--- config.mk ---
export PLATFORM = sky130hd
export DESIGN_NAME = rswc_ctrl
export DESIGN_NICKNAME = d
export VERILOG_FILES = /design/src/common/rswc_pkg.sv /design/src/verilog/rswc_ctrl.sv /design/src/verilog/rswc_sync.sv
export SDC_FILE = /design/constraint.sdc
export NUM_CORES = 1
export LEC_CHECK = 0
export ABC_CLOCK_PERIOD_IN_PS = 3150
export BUFFER_PORTS_ARGS = -buffer_cell sky130_fd_sc_hd__buf_2
export CAP_MARGIN = 40
export CORE_MARGIN = 3
export CORE_UTILIZATION = 55
export DETAILED_ROUTE_END_ITERATION = 10
export PLACE_DENSITY = 0.86
export SLEW_MARGIN = 10
export SYNTH_ARGS = -nofsm -noshare
export SYNTH_HDL_FRONTEND = slang
export SYNTH_SLANG_ARGS = --single-unit
--- constraint.sdc ---
create_clock -name clk_in -period 3.15 [get_ports clk_in]
set_clock_uncertainty 0.2 [all_clocks]
set_input_delay 0.7875 -clock clk_in [delete_from_list [all_inputs] [get_ports clk_in]]
set_output_delay 0.7875 -clock clk_in [all_outputs]
set_load 0.01 [all_outputs]
--- src/common/rswc_pkg.sv ---
package rswc_pkg;

    // Clock and timing figures, each time in its own unit.
    localparam int CLK_PERIOD_NS = 10;
    localparam int POR_MIN_NS = 2500000;
    localparam int POR_MIN_CYC = (POR_MIN_NS + CLK_PERIOD_NS - 1)
        / CLK_PERIOD_NS;
    localparam int WIN_PROC_CYC = 60;
    localparam int CRYSTAL_PER_PROC = 2;
    localparam int WIN_CYC = WIN_PROC_CYC * CRYSTAL_PER_PROC;

    // Guard countdown configuration register location and layout.
    localparam logic [3:0] CFG_BANK = 4'hF;
    localparam logic [3:0] CFG_ADDR = 4'hF;
    localparam logic [7:0] CFG_RESET = 8'h0C;
    localparam int CFG_TAP_LSB = 0;
    localparam int CFG_PAUSE_RUN_BIT = 2;
    localparam int CFG_DEEP_RUN_BIT = 3;
    localparam logic [7:0] CFG_USED_MASK = 8'h0F;

    // Divider taps picked by the two select bits.
    localparam int GUARD_DIV_W = 16;
    localparam logic [3:0] GUARD_TAP0 = 4'hA;
    localparam logic [3:0] GUARD_TAP1 = 4'hB;
    localparam logic [3:0] GUARD_TAP2 = 4'hC;
    localparam logic [3:0] GUARD_TAP3 = 4'hE;

    // Deep sleep recovery control: bit that asks for the power-on delay.
    localparam int RECOV_DELAY_BIT = 5;

    // Fixed restart address after deep sleep.
    localparam logic [15:0] RESTART_ADDR = 16'h000C;
    localparam logic [5:0] IRQ_ALL = 6'h3F;

    typedef enum logic [2:0] {
        ST_OFF = 3'h0,
        ST_HOLD = 3'h1,
        ST_RUN = 3'h2,
        ST_PAUSE = 3'h3,
        ST_DEEP = 3'h4
    } rswc_state_t;

    // Pins from outside the clock domain.
    typedef struct packed {
        logic supply_ok;
        logic ext_reset;
        logic recovery;
        logic rc_osc;
    } rswc_pins_t;

    // One-cycle requests from the core, same clock.
    typedef struct packed {
        logic pause;
        logic deep;
        logic refresh;
        logic irq_taken;
    } rswc_core_req_t;

endpackage

--- src/verilog/rswc_ctrl.sv ---
`timescale 1ns/100ps
`default_nettype none

module rswc_ctrl #(
    parameter int POR_CYC = rswc_pkg::POR_MIN_CYC
) (
    input wire logic clk_in, // Crystal-derived clock, 100 MHz.
    input wire logic rst_in, // Power-on reset, async, high.
    input wire rswc_pkg::rswc_pins_t pins_in, // Asynchronous pins.
    input wire rswc_pkg::rswc_core_req_t core_req_in, // Core requests.
    input wire logic [7:0] recov_ctl_in, // Deep sleep recovery control.
    input wire logic reg_wr_in, // Register write strobe.
    input wire logic reg_rd_in, // Register read strobe.
    input wire logic [3:0] reg_bank_in, // Expanded register bank.
    input wire logic [3:0] reg_addr_in, // Location within bank.
    input wire logic [7:0] reg_wdata_in, // Write data.
    output logic [7:0] reg_rdata_out, // Read data.
    output logic core_reset_out, // Holds the core in reset.
    output logic cpu_clk_en_out, // Core clock gate enable.
    output logic crystal_osc_en_out, // Crystal oscillator enable.
    output logic timers_run_out, // Counter/timers enable.
    output logic [5:0] irq_en_out, // External interrupt inputs live.
    output logic [15:0] start_addr_out, // Restart address.
    output logic flags_we_out, // Pulse: core updates Z, S, V.
    output logic guard_armed_out, // Guard countdown is armed.
    output logic cfg_open_out // Config write window open.
);

    localparam int PW = $clog2(POR_CYC + 1);
    localparam int WW = $clog2(rswc_pkg::WIN_CYC + 1);
    localparam logic [PW-1:0] POR_LAST = PW'(POR_CYC);
    localparam logic [WW-1:0] WIN_LAST = WW'(rswc_pkg::WIN_CYC);

    rswc_pkg::rswc_pins_t pins_s;
    rswc_pkg::rswc_pins_t pins_d_r;
    rswc_pkg::rswc_state_t state_r, state_nxt;
    logic [PW-1:0] por_cnt_r, por_cnt_nxt;
    logic por_need_r, por_need_nxt;
    logic rearm_r, rearm_nxt;
    logic [WW-1:0] win_cnt_r, win_cnt_nxt;
    logic win_arm_r, win_arm_nxt;
    logic guard_arm_r, guard_arm_nxt;
    logic [rswc_pkg::GUARD_DIV_W-1:0] div_r, div_nxt;
    logic [7:0] cfg_r, cfg_nxt;
    logic flags_r, flags_nxt;
    logic rc_tick, rec_rise, quiet, guard_run, timeout, cfg_hit;
    logic [3:0] tap;

    rswc_sync #(
        .W(4)
    ) u_sync (
        .clk_in(clk_in),
        .rst_in(rst_in),
        .d_in(pins_in),
        .q_out(pins_s)
    );

    // Edges are taken from the filtered levels, never from a raw stage.
    assign rc_tick = pins_s.rc_osc & ~pins_d_r.rc_osc;
    assign rec_rise = pins_s.recovery & ~pins_d_r.recovery;
    assign quiet = pins_s.supply_ok & ~pins_s.ext_reset;

    // The select bits choose which divider stage ends the count.
    always_comb begin
        case (cfg_r[rswc_pkg::CFG_TAP_LSB +: 2])
            2'h0: tap = rswc_pkg::GUARD_TAP0;
            2'h1: tap = rswc_pkg::GUARD_TAP1;
            2'h2: tap = rswc_pkg::GUARD_TAP2;
            default: tap = rswc_pkg::GUARD_TAP3;
        endcase
    end

    // The guard keeps counting in a sleep state only when told to.
    always_comb begin
        guard_run = guard_arm_r && (state_r == rswc_pkg::ST_RUN
            || (state_r == rswc_pkg::ST_PAUSE
                && cfg_r[rswc_pkg::CFG_PAUSE_RUN_BIT])
            || (state_r == rswc_pkg::ST_DEEP
                && cfg_r[rswc_pkg::CFG_DEEP_RUN_BIT]));
        timeout = guard_arm_r && div_r[tap];
    end

    assign cfg_hit = reg_bank_in == rswc_pkg::CFG_BANK
        && reg_addr_in == rswc_pkg::CFG_ADDR;

    // Sequencer: reset causes first, then the state's own exits.
    always_comb begin
        state_nxt = state_r;
        por_cnt_nxt = por_cnt_r;
        por_need_nxt = por_need_r;
        rearm_nxt = rearm_r;
        win_cnt_nxt = win_cnt_r;
        win_arm_nxt = win_arm_r;
        guard_arm_nxt = guard_arm_r;
        div_nxt = div_r;
        flags_nxt = 1'b0;
        if (guard_run && rc_tick) begin
            div_nxt = div_r + 1'b1;
        end
        if (!pins_s.supply_ok) begin
            state_nxt = rswc_pkg::ST_OFF;
            guard_arm_nxt = 1'b0;
        end else if (pins_s.ext_reset) begin
            // External reset holds the core; no delay is asked for.
            state_nxt = rswc_pkg::ST_HOLD;
            por_need_nxt = 1'b0;
            rearm_nxt = 1'b0;
            guard_arm_nxt = 1'b0;
        end else begin
            case (state_r)
                rswc_pkg::ST_OFF: begin
                    state_nxt = rswc_pkg::ST_HOLD;
                    por_cnt_nxt = '0;
                    por_need_nxt = 1'b1;
                    rearm_nxt = 1'b1;
                end
                rswc_pkg::ST_HOLD: begin
                    // The minimum elapses on the clock, the end on an RC tick.
                    if (!por_need_r || (por_cnt_r == POR_LAST
                        && rc_tick)) begin
                        state_nxt = rswc_pkg::ST_RUN;
                        win_cnt_nxt = '0;
                        win_arm_nxt = rearm_r;
                    end else if (por_cnt_r != POR_LAST) begin
                        por_cnt_nxt = por_cnt_r + 1'b1;
                    end
                end
                rswc_pkg::ST_RUN: begin
                    if (win_cnt_r != WIN_LAST) begin
                        win_cnt_nxt = win_cnt_r + 1'b1;
                    end
                    if (timeout) begin
                        state_nxt = rswc_pkg::ST_HOLD;
                    end else if (core_req_in.refresh) begin
                        guard_arm_nxt = 1'b1;
                        div_nxt = '0;
                        flags_nxt = 1'b1;
                    end else if (core_req_in.pause) begin
                        state_nxt = rswc_pkg::ST_PAUSE;
                    end else if (core_req_in.deep) begin
                        state_nxt = rswc_pkg::ST_DEEP;
                    end
                end
                rswc_pkg::ST_PAUSE: begin
                    if (timeout) begin
                        state_nxt = rswc_pkg::ST_HOLD;
                    end else if (core_req_in.irq_taken) begin
                        state_nxt = rswc_pkg::ST_RUN;
                    end
                end
                rswc_pkg::ST_DEEP: begin
                    // Only reset causes leave deep sleep.
                    if (timeout) begin
                        state_nxt = rswc_pkg::ST_HOLD;
                    end else if (rec_rise) begin
                        state_nxt = rswc_pkg::ST_HOLD;
                        por_cnt_nxt = '0;
                        por_need_nxt =
                            recov_ctl_in[rswc_pkg::RECOV_DELAY_BIT];
                        rearm_nxt = 1'b1;
                    end
                end
                default: state_nxt = rswc_pkg::ST_OFF;
            endcase
            // A guard bite restarts the delay and rearms the window.
            if (timeout && state_r != rswc_pkg::ST_HOLD
                && state_r != rswc_pkg::ST_OFF) begin
                por_cnt_nxt = '0;
                por_need_nxt = 1'b1;
                rearm_nxt = 1'b1;
                guard_arm_nxt = 1'b0;
            end
        end
        if (!guard_arm_nxt) begin
            div_nxt = '0;
        end
    end

    // Writes land only in the open window; reads never show the value.
    always_comb begin
        cfg_nxt = cfg_r;
        if (reg_wr_in && cfg_hit && cfg_open_out) begin
            cfg_nxt = reg_wdata_in & rswc_pkg::CFG_USED_MASK;
        end
    end

    // All state registers of the sequencer.
    always_ff @(posedge clk_in or posedge rst_in) begin
        if (rst_in) begin
            state_r <= rswc_pkg::ST_OFF;
            pins_d_r <= '0;
            por_cnt_r <= '0;
            por_need_r <= 1'b1;
            rearm_r <= 1'b1;
            win_cnt_r <= '0;
            win_arm_r <= 1'b0;
            guard_arm_r <= 1'b0;
            div_r <= '0;
            cfg_r <= rswc_pkg::CFG_RESET;
            flags_r <= 1'b0;
        end else begin
            state_r <= state_nxt;
            pins_d_r <= pins_s;
            por_cnt_r <= por_cnt_nxt;
            por_need_r <= por_need_nxt;
            rearm_r <= rearm_nxt;
            win_cnt_r <= win_cnt_nxt;
            win_arm_r <= win_arm_nxt;
            guard_arm_r <= guard_arm_nxt;
            div_r <= div_nxt;
            cfg_r <= cfg_nxt;
            flags_r <= flags_nxt;
        end
    end

    // Outputs decode the registered state only.
    assign core_reset_out = state_r == rswc_pkg::ST_OFF
        || state_r == rswc_pkg::ST_HOLD;
    assign cpu_clk_en_out = state_r == rswc_pkg::ST_RUN
        || state_r == rswc_pkg::ST_HOLD;
    assign crystal_osc_en_out = state_r != rswc_pkg::ST_DEEP;
    assign timers_run_out = state_r == rswc_pkg::ST_RUN
        || state_r == rswc_pkg::ST_PAUSE;
    assign irq_en_out = timers_run_out ? rswc_pkg::IRQ_ALL : 6'h00;
    assign start_addr_out = rswc_pkg::RESTART_ADDR;
    assign flags_we_out = flags_r;
    assign guard_armed_out = guard_arm_r;
    assign cfg_open_out = win_arm_r && state_r == rswc_pkg::ST_RUN
        && win_cnt_r != WIN_LAST;
    assign reg_rdata_out = 8'h00;

    // Helper: cycles spent in the hold state, saturating at the minimum.
    logic [PW-1:0] hold_age_r;
    always_ff @(posedge clk_in or posedge rst_in) begin
        if (rst_in) begin
            hold_age_r <= '0;
        end else if (state_r != rswc_pkg::ST_HOLD) begin
            hold_age_r <= '0;
        end else if (hold_age_r != POR_LAST) begin
            hold_age_r <= hold_age_r + 1'b1;
        end
    end
endmodule

`default_nettype wire

--- src/verilog/rswc_sync.sv ---
`timescale 1ns/100ps
`default_nettype none

module rswc_sync #(
    parameter int W = 4
) (
    input wire logic clk_in, // System clock.
    input wire logic rst_in, // Asynchronous reset, high.
    input wire logic [W-1:0] d_in, // Asynchronous inputs.
    output logic [W-1:0] q_out // Filtered synchronous levels.
);

    logic [W-1:0] ff1_r;
    logic [W-1:0] ff2_r;
    logic [W-1:0] ff3_r;
    logic [W-1:0] q_r;
    logic [W-1:0] q_nxt;

    // A bit changes only once the second and third stage agree.
    genvar i;
    generate
        for (i = 0; i < W; i = i + 1) begin : g_bit
            always_comb begin
                q_nxt[i] = (ff2_r[i] == ff3_r[i]) ? ff3_r[i] : q_r[i];
            end
        end
    endgenerate

    // The first stage feeds only the second to keep metastability contained.
    always_ff @(posedge clk_in or posedge rst_in) begin
        if (rst_in) begin
            ff1_r <= '0;
            ff2_r <= '0;
            ff3_r <= '0;
            q_r <= '0;
        end else begin
            ff1_r <= d_in;
            ff2_r <= ff1_r;
            ff3_r <= ff2_r;
            q_r <= q_nxt;
        end
    end

    assign q_out = q_r;

endmodule

`default_nettype wire

==> impl_results.md <==
- Placed instance count: 475
- Final Util: 0.628
- Width of the die: 88.7 um
- FFs w/ async S/R, synth: 1.00
- Crit path required time: 2160 ps
- CTS clk-pin slew, worst paths: 70 ps
- CP cell instances: nor3b_1 > and3_1 > buf_2
- CP startpoint kind: flip-flop
- Antenna violations before repair: 0
- Worst slew pin tran: 648 ps
- CTS Buf Count: 9
- Pint: 1430 uW
- Cell Area, Synth: 3760 sq um
- DRC: 0
- Worst VDD drop: 0.357 mV
- Slew margin rel.: 0.565
- Clock root cell: clkbuf_8
- Reg2Reg Depth: 6
- Wire length on met3: 481 um
- Yosys reg bits: 70
- CP max-delay cell: nor3b_1
- Post-Syn Instances: 375
- Most frequent cells in the layout: 66 x dfrtp_1, 36 x buf_2, 35 x nand2_1
- Sw frac: 0.284
- Worst hold path class: reg2reg
- First-pass GRT wire length: 13.4 mm
- Fmax achieved: 343 MHz
- Layout Nets: 450
- Post-Syn Area per Cell: 10.0 sq um
- Crit. End Element: primary output
- GRT Residual Overflow: 0
- Crit-path max FO: 13
- Overall power: 2000 uW
- DR pass1 iterations: 4
- CTS tree: built
- Clock latency on the worst-skew pair: 340 ps
- Die extent in y: 88.7 um
- Layout Cells excl Fill: 490
- Vias per cell: 5.88
- RSZ-0062 raised after global routing: false
- # diodes: 0
- R2r startpoint: state_r[2]
- Worst path depth: 3
- Register area share after synthesis: 0.467
- Total Routing Usage GR: 0.220
- Logic pwr share: 0.154
- Clock sink count: 70
- Drt total wl: 7.93 mm
- Initial Util: 0.579
- Most common cell after layout, fill and taps aside: dfrtp_1
- GPL Wtd Cong: 0.867
- Die ar.: 7870 sq um
- Standard cell core area: 6490 sq um
- R2r setup slk: 590 ps
- Port bufs: 36
- Min cycle time layout: 2910 ps
- Seq pwr share: 0.503
- Post-synth EDFFs: 0
- Setup crit end: cfg_open_out
- Met2 wire len: 4.02 mm
- Leakage power: 0.00181 uW
- Largest delay share family, worst path: simple AND/OR/NAND/NOR gates
- Vias in the first global route: 2882
- Fill cells: 500
- Row count: 29
- Distinct cells, synth: 67
- Final Cell Area: 4080 sq um
- Max Root-Sink Buffers: 2
- Ys flop type: dfrtp_1
- CTS Hold Buffers Added: 0
- Setup violators final: 0
- Top Ports: 73
- Switching pwr: 569 uW
- Via count: 2879
- Layout cells sized above 1: 0.201
- Crit Reg-Reg Endpoint: por_cnt_r[6]
- WS Path Type: reg2out
- Htree depth: 3
- Postcts setup bufs: 0
- Initial drt markers: 166
- Wire length per cell: 16.2 um
- Metal1 wirelength: 3.28 mm
- Clock group share of total power: 0.343
- Setup TNS: 0 ps
- CP bufs+invs: 1
- Post-DRT Antenna Nets: 0
- Resize count post-CTS: 0
- Highest metal used: met4
- Worst Path Arrival: 1930 ps
- Yosys Warn Count: 0
- Status: finished, final reports clean
- Number of max-cap violations: 0
- Pwr Density: 491 nW/um^2
- Setup crit start: state_r[2]
- Max incr delay on CP: 600 ps
- Hold Fails Final Rpt: 0
- Cell Area, Placed: 3880 sq um
- Area growth syn-to-layout: 8.35%
- HPWL Detailed: 5.58 mm
- Period utilization: 0.925
- Max Slew Vio Count: 0
- Largest net degree at the start of global routing: 32
==> cells by family (layout without fill, tap and decap cells) <==
family	after synthesis	in the layout	share of synthesized area
other	2	24	0.00200
AO/OA/AOI/OAI	70	70	0.133
adder cells (fa/ha/maj)	9	9	0.0273
buffers and inverters	49	65	0.0825
AND/OR/NAND/NOR	148	148	0.218
multiplexers	11	11	0.0336
XOR/XNOR	16	16	0.0372
flip-flops	70	70	0.467
==> state kept, by name, summed over array words and instances, names as in the netlist <==
signal           cells
por_cnt_r           18
flags_we_out         1
por_need_r           1
state_r              3
rearm_r              1
win_arm_r            1
div_r               15
u_sync.q_out         4
cfg_r                4
u_sync.ff3_r         4
u_sync.ff2_r         4
u_sync.ff1_r         4
pins_d_r             2
win_cnt_r            7
guard_armed_out      1
==> cell type report <==
class / count / area (sq um) / area share
multi-input combinational: 278 / 1780 / 0.436
sequential: 70 / 1760 / 0.431
timing repair buffer: 41 / 218 / 0.0534
clock buffer: 13 / 179 / 0.0439
tap: 77 / 96.3 / 0.0236
inverter: 9 / 33.8 / 0.00829
clock inverter: 2 / 15.0 / 0.00368
==> cells in the mapped netlist, drive strengths merged (2+ instances only) <==
| master | number | area [sq um] |
|---|---|---|
| and3 | 10 | 63.8 |
| mux2i | 4 | 40.0 |
| inv | 9 | 33.8 |
| and4 | 2 | 17.5 |
| dfstp | 4 | 105 |
| nor3 | 7 | 46.3 |
| xnor2 | 3 | 26.3 |
| o22ai | 3 | 18.8 |
| ha | 5 | 62.6 |
| nor4 | 5 | 52.6 |
| a21oi | 16 | 80.1 |
| xor2 | 13 | 114 |
| or3 | 7 | 43.8 |
| buf | 35 | 258 |
| mux2 | 7 | 86.3 |
| nor4b | 2 | 23.8 |
| clkbuf | 5 | 18.8 |
| o211ai | 5 | 37.5 |
| nand4 | 8 | 50.1 |
| nor3b | 2 | 15.0 |
| a41o | 2 | 20.0 |
| maj3 | 4 | 40.0 |
| nand3 | 13 | 65.1 |
| a21boi | 2 | 15.0 |
| o31ai | 7 | 52.6 |
| nand4bb | 2 | 22.5 |
| nor2 | 34 | 133 |
| dfrtp | 66 | 1650 |
| nand4b | 4 | 35.0 |
| nand2b | 6 | 37.5 |
| and2b | 2 | 15.0 |
| conb | 2 | 7.51 |
| o21ai | 19 | 114 |
| or4 | 4 | 30.0 |
| a31oi | 4 | 25.0 |
| nand2 | 35 | 131 |
==> power groups by stage <==
stage,clock network (uW),registers (uW),logic (uW)
after floorplan,0,1000,268
after global placement,0,1020,288
after detailed placement,0,1020,303
after CTS,706,1010,310
after global routing,740,1020,348
final,686,1010,309
==> layer usage <==
metal,up-vias,GRT usage
met2,104,0.368
li1,1360,-
met4,0,0.0824
met1,1401,0.274
met5,-,0
met3,14,0.0540
==> per-stage QoR <==
stage	hold slack (ps)	worst slack (ps)
floorplan	131	401
global placement	132	678
detailed placement	135	635
CTS	150	275
global route	160	143
finish	147	236
==> how the worst min path moves through the flow <==
| stage | from | end | cells after the start |
|---|---|---|---|
| after floorplan | u_sync.ff1_r[0] | u_sync.ff2_r[0] | 0 |
| after global placement | u_sync.ff1_r[0] | u_sync.ff2_r[0] | 0 |
| after detailed placement | u_sync.ff1_r[3] | u_sync.ff2_r[3] | 0 |
| after CTS | u_sync.ff1_r[3] | u_sync.ff2_r[3] | 0 |
| after global routing | u_sync.ff1_r[0] | u_sync.ff2_r[0] | 0 |
| final | u_sync.ff1_r[2] | u_sync.ff2_r[2] | 0 |
(Power assumes the default switching activity.)
